--- src/common/sldc_pkg.sv ---
// Constants for the serial link deframer control block: register map,
// field positions, reset values, control characters and error limits.
// Assumes an 8-bit register port and one byte-wide decoded lane.
package sldc_pkg;
   localparam int ADDR_W = 12;
   localparam int DATA_W = 8;
   localparam int CNT_W = 4;

   // Register offsets
   localparam logic [ADDR_W-1:0] DEFRAMER_CONTROL_ZERO_ADDR = 12'h475;
   localparam logic [ADDR_W-1:0] DEFRAMER_CONTROL_ONE_ADDR = 12'h476;

   // Control zero fields
   localparam int RECEIVER_OFF_BIT = 7;
   localparam int END_CHAR_SUBST_OFF_BIT = 6;
   localparam int LINK_SOFT_RESET_BIT = 3;
   localparam int FORCE_RESYNC_BIT = 2;
   localparam int BAD_FRAME_SUBST_BIT = 0;

   // Control one fields
   localparam int DISPARITY_QUALIFY_BIT = 4;
   localparam int ALT_DESCR_START_BIT = 3;
   localparam int POST_SYNC_POLICY_BIT = 2;

   // Reset values
   localparam logic RECEIVER_OFF_RST = 1'h0;
   localparam logic END_CHAR_SUBST_OFF_RST = 1'h0;
   localparam logic LINK_SOFT_RESET_RST = 1'h0;
   localparam logic FORCE_RESYNC_RST = 1'h0;
   localparam logic BAD_FRAME_SUBST_RST = 1'h1;
   localparam logic DISPARITY_QUALIFY_RST = 1'h1;
   localparam logic ALT_DESCR_START_RST = 1'h0;
   localparam logic POST_SYNC_POLICY_RST = 1'h1;

   // Control characters (K codes)
   localparam logic [DATA_W-1:0] CHAR_R = 8'h1c;
   localparam logic [DATA_W-1:0] CHAR_A = 8'h7c;
   localparam logic [DATA_W-1:0] CHAR_K = 8'hbc;
   localparam logic [DATA_W-1:0] CHAR_F = 8'hfc;

   // Descrambling start octet for each setting
   localparam logic [1:0] DESCR_START_COMMON = 2'h0;
   localparam logic [1:0] DESCR_START_ALT = 2'h2;

   // Qualified disparity errors that raise a resync request
   localparam logic [CNT_W-1:0] DISPARITY_ERR_LIMIT = 4'h4;
   localparam logic [CNT_W-1:0] CNT_ONE = 4'h1;

   typedef enum logic [1:0] {
      SLDC_OFF,
      SLDC_WAIT_CGS,
      SLDC_SYNCED
   } sldc_phase_type;
endpackage

--- src/design/sldc_deframer_ctrl.sv ---
// Deframer control registers and the per-character receive logic they steer:
// end-character substitution, bad-frame substitution, error qualification,
// descrambler start marking and the resync request toward the transmitter.
// Assumes lane inputs are decoded characters from logic on clk_sys.
// Operation
// Character substitution off: end-of-frame and multiframe characters pass unchanged.
// Software changes configuration only while soft reset is held.
// Soft reset bit returns all deframer state to power-on values synchronously; the code clears only the datapath, control fields keep their values.
// Soft reset stops reception of lane data.
// Force bit asserts the resync request output.
// Bad-frame enable replaces characters received in error; resets to one.
// Qualify bit lets a not-in-table error mask a concurrent disparity error.
// Alternative start bit moves descrambling start from octet 0 to octet 2.
// Policy zero: after sync, request only on enough disparity errors.
// Receiver-off bit disables the deframer receiver.
// Policy one: after sync, K followed by non-R non-K requests resync.
// Reserved bits read zero and ignore writes.
`timescale 1ns/1ps
module sldc_deframer_ctrl (
   input wire logic clk_sys,
   input wire logic arst_n,
   input wire logic [sldc_pkg::ADDR_W-1:0] reg_addr,
   input wire logic [sldc_pkg::DATA_W-1:0] reg_wdata,
   input wire logic reg_wr,
   input wire logic reg_rd,
   output logic [sldc_pkg::DATA_W-1:0] reg_rdata,
   input wire logic lane_valid,
   input wire logic [sldc_pkg::DATA_W-1:0] lane_data,
   input wire logic lane_is_k,
   input wire logic [1:0] lane_octet_idx,
   input wire logic lane_end_frame,
   input wire logic lane_end_mframe,
   input wire logic not_in_table_error,
   input wire logic lane_disparity_err,
   input wire logic cgs_done,
   output logic out_valid,
   output logic [sldc_pkg::DATA_W-1:0] out_data,
   output logic out_is_k,
   output logic out_nit_err,
   output logic out_disparity_err,
   output logic out_replaced,
   output logic out_descramble,
   output logic receiver_active,
   output logic resync_request_output
);

   typedef struct packed {
      logic receiver_off;
      logic end_character_substitution_off;
      logic link_soft_reset;
      logic force_resync_request;
      logic bad_frame_substitution_on;
      logic disparity_error_qualify;
      logic alt_descrambler_start;
      logic post_sync_error_policy;
      logic [sldc_pkg::DATA_W-1:0] rdata;
      sldc_pkg::sldc_phase_type phase;
      logic prev_k;
      logic [sldc_pkg::DATA_W-1:0] last_data;
      logic [sldc_pkg::CNT_W-1:0] err_cnt;
      logic sync_lat;
      logic o_valid;
      logic [sldc_pkg::DATA_W-1:0] o_data;
      logic o_is_k;
      logic o_nit;
      logic o_rd;
      logic o_repl;
      logic o_descr;
   } sldc_state_type;

   sldc_state_type st_r;
   sldc_state_type st_nxt;

   function automatic logic sldc_hit(input logic [sldc_pkg::ADDR_W-1:0] a,
                                     input logic [sldc_pkg::ADDR_W-1:0] b);
      sldc_hit = (a == b);
   endfunction

   function automatic logic sldc_is_char(input logic is_k,
                                         input logic [sldc_pkg::DATA_W-1:0] d,
                                         input logic [sldc_pkg::DATA_W-1:0] c);
      sldc_is_char = is_k && (d == c);
   endfunction

   logic rx_en;
   logic accept;
   logic rd_qual;
   logic lane_bad;
   logic end_char;
   logic k_break;
   logic [1:0] descr_start;

   // reception stops in soft reset
   // receiver off gate
   assign rx_en = !st_r.link_soft_reset && !st_r.receiver_off;
   assign accept = lane_valid && rx_en;
   // not-in-table masks disparity
   assign rd_qual = lane_disparity_err && !(st_r.disparity_error_qualify && not_in_table_error);
   assign lane_bad = not_in_table_error || lane_disparity_err;
   assign end_char = (lane_end_frame && sldc_is_char(lane_is_k, lane_data, sldc_pkg::CHAR_F)) ||
                     (lane_end_mframe && sldc_is_char(lane_is_k, lane_data, sldc_pkg::CHAR_A));
   assign k_break = st_r.prev_k && !sldc_is_char(lane_is_k, lane_data, sldc_pkg::CHAR_K) &&
                    !sldc_is_char(lane_is_k, lane_data, sldc_pkg::CHAR_R);
   // descrambling start octet
   assign descr_start = st_r.alt_descrambler_start ? sldc_pkg::DESCR_START_ALT :
                        sldc_pkg::DESCR_START_COMMON;

   always_comb begin
      st_nxt = st_r;
      st_nxt.rdata = '0;
      st_nxt.o_valid = 1'b0;
      st_nxt.o_nit = 1'b0;
      st_nxt.o_rd = 1'b0;
      st_nxt.o_repl = 1'b0;
      st_nxt.o_descr = 1'b0;

      // reserved bits stay zero
      if (reg_wr && sldc_hit(reg_addr, sldc_pkg::DEFRAMER_CONTROL_ZERO_ADDR)) begin
         st_nxt.receiver_off = reg_wdata[sldc_pkg::RECEIVER_OFF_BIT];
         st_nxt.end_character_substitution_off = reg_wdata[sldc_pkg::END_CHAR_SUBST_OFF_BIT];
         st_nxt.link_soft_reset = reg_wdata[sldc_pkg::LINK_SOFT_RESET_BIT];
         st_nxt.force_resync_request = reg_wdata[sldc_pkg::FORCE_RESYNC_BIT];
         st_nxt.bad_frame_substitution_on = reg_wdata[sldc_pkg::BAD_FRAME_SUBST_BIT];
      end
      if (reg_wr && sldc_hit(reg_addr, sldc_pkg::DEFRAMER_CONTROL_ONE_ADDR)) begin
         st_nxt.disparity_error_qualify = reg_wdata[sldc_pkg::DISPARITY_QUALIFY_BIT];
         st_nxt.alt_descrambler_start = reg_wdata[sldc_pkg::ALT_DESCR_START_BIT];
         st_nxt.post_sync_error_policy = reg_wdata[sldc_pkg::POST_SYNC_POLICY_BIT];
      end
      if (reg_rd && sldc_hit(reg_addr, sldc_pkg::DEFRAMER_CONTROL_ZERO_ADDR)) begin
         st_nxt.rdata[sldc_pkg::RECEIVER_OFF_BIT] = st_r.receiver_off;
         st_nxt.rdata[sldc_pkg::END_CHAR_SUBST_OFF_BIT] = st_r.end_character_substitution_off;
         st_nxt.rdata[sldc_pkg::LINK_SOFT_RESET_BIT] = st_r.link_soft_reset;
         st_nxt.rdata[sldc_pkg::FORCE_RESYNC_BIT] = st_r.force_resync_request;
         st_nxt.rdata[sldc_pkg::BAD_FRAME_SUBST_BIT] = st_r.bad_frame_substitution_on;
      end
      if (reg_rd && sldc_hit(reg_addr, sldc_pkg::DEFRAMER_CONTROL_ONE_ADDR)) begin
         st_nxt.rdata[sldc_pkg::DISPARITY_QUALIFY_BIT] = st_r.disparity_error_qualify;
         st_nxt.rdata[sldc_pkg::ALT_DESCR_START_BIT] = st_r.alt_descrambler_start;
         st_nxt.rdata[sldc_pkg::POST_SYNC_POLICY_BIT] = st_r.post_sync_error_policy;
      end

      if (accept) begin
         st_nxt.o_valid = 1'b1;
         st_nxt.o_data = lane_data;
         st_nxt.o_is_k = lane_is_k;
         st_nxt.o_nit = not_in_table_error;
         st_nxt.o_rd = rd_qual;
         st_nxt.o_descr = (lane_octet_idx >= descr_start);
         // bad character substitution
         if (st_r.bad_frame_substitution_on && lane_bad) begin
            st_nxt.o_data = st_r.last_data;
            st_nxt.o_is_k = 1'b0;
            st_nxt.o_repl = 1'b1;
         // end-character substitution
         end else if (!st_r.end_character_substitution_off && end_char) begin
            st_nxt.o_data = st_r.last_data;
            st_nxt.o_is_k = 1'b0;
            st_nxt.o_repl = 1'b1;
         end
         st_nxt.last_data = st_nxt.o_data;
         st_nxt.prev_k = sldc_is_char(lane_is_k, lane_data, sldc_pkg::CHAR_K);
      end

      case (st_r.phase)
         sldc_pkg::SLDC_OFF: begin
            if (rx_en) begin
               st_nxt.phase = sldc_pkg::SLDC_WAIT_CGS;
            end
         end
         sldc_pkg::SLDC_WAIT_CGS: begin
            st_nxt.err_cnt = '0;
            st_nxt.sync_lat = 1'b0;
            if (cgs_done) begin
               st_nxt.phase = sldc_pkg::SLDC_SYNCED;
            end
         end
         sldc_pkg::SLDC_SYNCED: begin
            if (!cgs_done) begin
               st_nxt.phase = sldc_pkg::SLDC_WAIT_CGS;
            end else if (accept && !st_r.post_sync_error_policy && rd_qual) begin
               // disparity error count
               if (st_r.err_cnt == sldc_pkg::DISPARITY_ERR_LIMIT - sldc_pkg::CNT_ONE) begin
                  st_nxt.sync_lat = 1'b1;
               end
               if (st_r.err_cnt != sldc_pkg::DISPARITY_ERR_LIMIT) begin
                  st_nxt.err_cnt = st_r.err_cnt + sldc_pkg::CNT_ONE;
               end
            end else if (accept && st_r.post_sync_error_policy && k_break) begin
               // broken K sequence
               st_nxt.sync_lat = 1'b1;
            end
         end
         default: begin
            st_nxt.phase = sldc_pkg::SLDC_OFF;
         end
      endcase

      // soft reset clears datapath
      // receiver off also idles it
      if (!rx_en) begin
         st_nxt.phase = sldc_pkg::SLDC_OFF;
         st_nxt.prev_k = 1'b0;
         st_nxt.last_data = '0;
         st_nxt.err_cnt = '0;
         st_nxt.sync_lat = 1'b0;
         st_nxt.o_data = '0;
         st_nxt.o_is_k = 1'b0;
      end
   end

   always_ff @(posedge clk_sys or negedge arst_n) begin
      if (!arst_n) begin
         st_r <= '0;
         st_r.receiver_off <= sldc_pkg::RECEIVER_OFF_RST;
         st_r.end_character_substitution_off <= sldc_pkg::END_CHAR_SUBST_OFF_RST;
         st_r.link_soft_reset <= sldc_pkg::LINK_SOFT_RESET_RST;
         st_r.force_resync_request <= sldc_pkg::FORCE_RESYNC_RST;
         st_r.bad_frame_substitution_on <= sldc_pkg::BAD_FRAME_SUBST_RST;
         st_r.disparity_error_qualify <= sldc_pkg::DISPARITY_QUALIFY_RST;
         st_r.alt_descrambler_start <= sldc_pkg::ALT_DESCR_START_RST;
         st_r.post_sync_error_policy <= sldc_pkg::POST_SYNC_POLICY_RST;
         st_r.phase <= sldc_pkg::SLDC_OFF;
      end else begin
         st_r <= st_nxt;
      end
   end

   assign reg_rdata = st_r.rdata;
   assign out_valid = st_r.o_valid;
   assign out_data = st_r.o_data;
   assign out_is_k = st_r.o_is_k;
   assign out_nit_err = st_r.o_nit;
   assign out_disparity_err = st_r.o_rd;
   assign out_replaced = st_r.o_repl;
   assign out_descramble = st_r.o_descr;
   assign receiver_active = rx_en;
   // forced request
   // Request also stands while waiting for code group sync
   assign resync_request_output = st_r.force_resync_request || st_r.sync_lat ||
                                  (st_r.phase == sldc_pkg::SLDC_WAIT_CGS);
endmodule

--- config.mk ---
export PLATFORM = sky130hd
export DESIGN_NAME = sldc_deframer_ctrl
export DESIGN_NICKNAME = d
export VERILOG_FILES = /design/src/common/sldc_pkg.sv /design/src/design/sldc_deframer_ctrl.sv
export SDC_FILE = /design/constraint.sdc
export NUM_CORES = 1
export LEC_CHECK = 0
export ABC_AREA = 1
export BUFFER_PORTS_ARGS = -buffer_cell sky130_fd_sc_hd__clkbuf_2
export CAP_MARGIN = 0
export CORE_ASPECT_RATIO = 1.1
export CORE_MARGIN = 1.5
export CORE_UTILIZATION = 30
export DETAILED_ROUTE_END_ITERATION = 8
export GPL_TIMING_DRIVEN = 0
export PLACE_DENSITY = 0.6
export SLEW_MARGIN = 20
export SYNTH_ARGS = -nofsm -noshare
export SYNTH_HDL_FRONTEND = slang
export SYNTH_SLANG_ARGS = --single-unit
--- constraint.sdc ---
create_clock -name clk_sys -period 1.3 [get_ports clk_sys]
set_clock_uncertainty 0.15 [all_clocks]
set_input_delay 0.065 -clock clk_sys [delete_from_list [all_inputs] [get_ports clk_sys]]
set_output_delay 0.065 -clock clk_sys [all_outputs]
set_load 0.01 [all_outputs]
==> impl_results.md <==
- Required @ worst endpoint: between 1000 and 1500 ps
- H-Tree Depth: 2
- Adder-Cell Fraction of Synth Area: about 1.1%
- Gate power share: about 8.4%
- Routed Antenna Nets: 0
- Synthesized area per cell: around 8.2 µm²
- Post-synth top flop: dfrtp_1
- Post-synthesis cell count: ~270
- Status: finished with violations
- First-pass GRT wire length: 8890 µm
- Num rows: 32
- Worst skew pair latency: around 300 ps
- Dpl hpwl: 3530 µm
- Worst setup EP type: flip-flop
- Synth Area in Simple Gates: about a third
- Largest family of logic cells by synthesized area: simple AND/OR/NAND/NOR gates
- Crit path max-delay family: simple AND/OR/NAND/NOR gates
- Seq cells post-synth: 44
- Slowest cell on the critical path: dfrtp_1
- Power Internal: between 2 and 2.5 mW
- Share of layout cells above drive strength 1: approximately 43%
- WP data arrival: roughly 1500 ps
- Port Buf Inserts: between 50 and 60
- Relative slew margins: approximately three fifths
- Yosys warnings: 0
- Bufs and invs on worst path: 1
- Final hold viol count: 2
- Final routed DRC violation total: 4
- P_leak: roughly 1.8 nW
- # hold bufs at CTS: 18
- # diodes: 0
- Routed WL per cell: 11.4 µm
- Hold WC Path Type: primary input to flip-flop
- Worst slew pin tran: a little over 600 ps
- Synth area leaders: dfrtp_1, nand2_1, nand3_1
- Core Area: ~0.0071 mm²
- Synth top area share: a little under half
- Placed inst area: roughly 0.0026 mm²
- Crit Path Class: flip-flop to flip-flop
- Failing checks: DRC, hold timing, setup timing
- Most common cell type on the critical path: nor2_4
- Total grt overflow: 0
- All-Layer GR Usage: between 10% and 20%
- DR vias/cell: ~4.5
- Hold Slack: -65.1 ps
- Compound-Gate Fraction of Synth Area: 5.14%
- Die area: 0.00792 mm²
- CTS tree: yes
- 1st-pass router iterations: 7
- Seq pwr share: approximately 52%
- Starting Density: approximately 31%
- Chip width: around 85 µm
- Post-route clock period utilization: 111%
- Commonest non-fill, non-tap cell in the layout: nand2_1
- Post-synthesis sequential area ratio: 49.8%
- Pin count of the biggest net entering global routing: 45
- Clk pwr share: between 30% and 40%
- Switching fraction of total power: approximately 22%
- Cell taking the most area after synthesis: dfrtp_1
- Final wirelength: 5300 µm
- DR iter-0 viols: slightly above 80
- Clock tree buffer depth: 2
- DR vias: approximately 2100
- Power Dens Cells: ~800 mW/mm²
- Final Util: a little under half
- Crit path time final: ~1400 ps
- Netlist cell types: 27
- CP cell instances: nor2_4 -> nand3_2 -> nor2_4 -> nor2_4 -> nor2_4 -> inv_2 -> nand2_1 -> nand2_1
- CTS Sinks: 44
- Crit path setup slack, layout: -148 ps
- Crit-path max cell delay: roughly 420 ps
- Area Overhead vs Synth: 47.3%
- Post-synthesis mux area share: 0%
- Fill cell count: about 700
- Post-Syn Area: 0.00222 mm²
- Vias in the first global route: 1990
- Post-route cell area: around 0.0033 mm²
- Critical Path Fanout Max: 6
- Setup violators final: 20
- Post-synthesis async set-or-reset flop share: between 90% and 100%
- Final #Nets: 423
- CTS buffer count: 5
- Routability cong.: ~0.8
- Initial antenna violation count: 0
- Top Ports: between 60 and 70
- Unrepaired setup endpoints after global routing: yes
- Commonest cells after routing, fill and taps aside: nand2_1, clkbuf_2, dfrtp_1
- EDFF count, synth: 0
- IR drop worst, VDD: roughly 0.47 mV
- Root buffer cell: clkbuf_8
- Number of max-cap violations: 0
- Clk pin slew, worst setup/hold paths: roughly 80 ps
- Final number of max-transition violations: 0
- Switching pwr: approximately 0.57 mW
- Fmax: between 600 and 700 MHz
- Worst Setup Start Kind: flip-flop
- XOR/XNOR Fraction of Synth Area: 0.790%
- Chip height: between 90 and 100 µm
==> metal layers <==
metal / wire length, µm / track usage [%] / up-vias
li1: - / - / 1047
met1: 2370 / 17.3 / 969
met2: 2620 / 23.9 / 50
met3: 225 / 3.53 / 8
met4: 86 / 5.46 / 0
met5: 0 / 0 / -
==> synth_stat cells, drive strengths merged (2+ instances only) <==
cell type	number
buf	17
nand2	83
a21oi	6
a21boi	2
nand3b	7
xnor2	2
nor2	34
dfrtp	41
nor3	2
o21ai	8
ha	2
dfstp	3
nand3	25
o22ai	2
inv	35
==> tightest hold or removal path, stage by stage <==
cell      delay [ps]
clkbuf_2         120
nand2_2          110
nor2_1            50
==> registers in the layout, indices dropped and copies added (netlist names) <==
name,count
reg_rdata,6
out_descramble,1
out_nit_err,1
out_replaced,1
out_data,8
out_disparity_err,1
st_r,24
out_valid,1
out_is_k,1
==> power by group through the flow <==
stage	clock network [mW]	registers (mW)	logic [mW]
after floorplan	0	1.40	0.0553
after global placement	0	1.40	0.160
after detailed placement	0	1.40	0.163
after CTS	1.06	1.37	0.217
after global routing	1.13	1.37	0.247
final	1.03	1.37	0.220
==> cells by family (layout without fill, tap and decap cells) <==
group / after synthesis / in the layout
AND/OR/NAND/NOR: 152 / 153
adder cells (fa/ha/maj): 2 / 2
flip-flops: 44 / 44
AO/OA/AOI/OAI: 19 / 19
buffers and inverters: 52 / 159
XOR/XNOR: 2 / 2
other: 1 / 2
==> layout make-up <==
type	count	area, µm²	area share [%]
inverters	35	134	4.10
clock inverters	1	30.0	0.919
clock buffers	7	76.3	2.34
plain buffers	17	131	4.02
repair buffers	99	663	20.3
flip-flops and latches	44	1100	33.8
multi-input cells	178	1020	31.3
well taps	85	106	3.26
==> repair_timing <==
action	4_1_cts	5_1_grt
buffers inserted	18	4
gates resized for setup	32	25
endpoints found under the setup margin	24	30
pin swaps	18	18
cloned	2	0
hold endpoints to repair	66	1
==> path summary, 6_finish.rpt <==
| path | slack, ps | from | cells after the start | end |
|---|---|---|---|---|
| worst min-delay path | -70 | lane_disparity_err | 3 | out_disparity_err |
| worst max register to register | -150 | st_r[43] | 8 | st_r[16] |
| worst max-delay path | -150 | st_r[43] | 8 | st_r[16] |
| max in group asynchronous | 380 | arst_n | 2 | st_r[15] |
| worst min register to register | 330 | st_r[20] | 2 | st_r[20] |
| min in group asynchronous | 200 | arst_n | 2 | st_r[27] |
==> metrics by stage <==
step	TNS [ps]	power (mW)	setup WS (ps)	cells	hold WS (ps)
after global routing	-2770	2.75	-248	466	-51.6
after floorplan	-301	1.45	-73.5	273	-381
after CTS	-1220	2.64	-142	463	-67.5
after detailed placement	-4770	1.56	-236	417	-0.752
final	-1040	2.62	-148	466	-65.1
after global placement	-4490	1.56	-229	417	137
No activity file was read; power rests on OpenSTA's default activity.
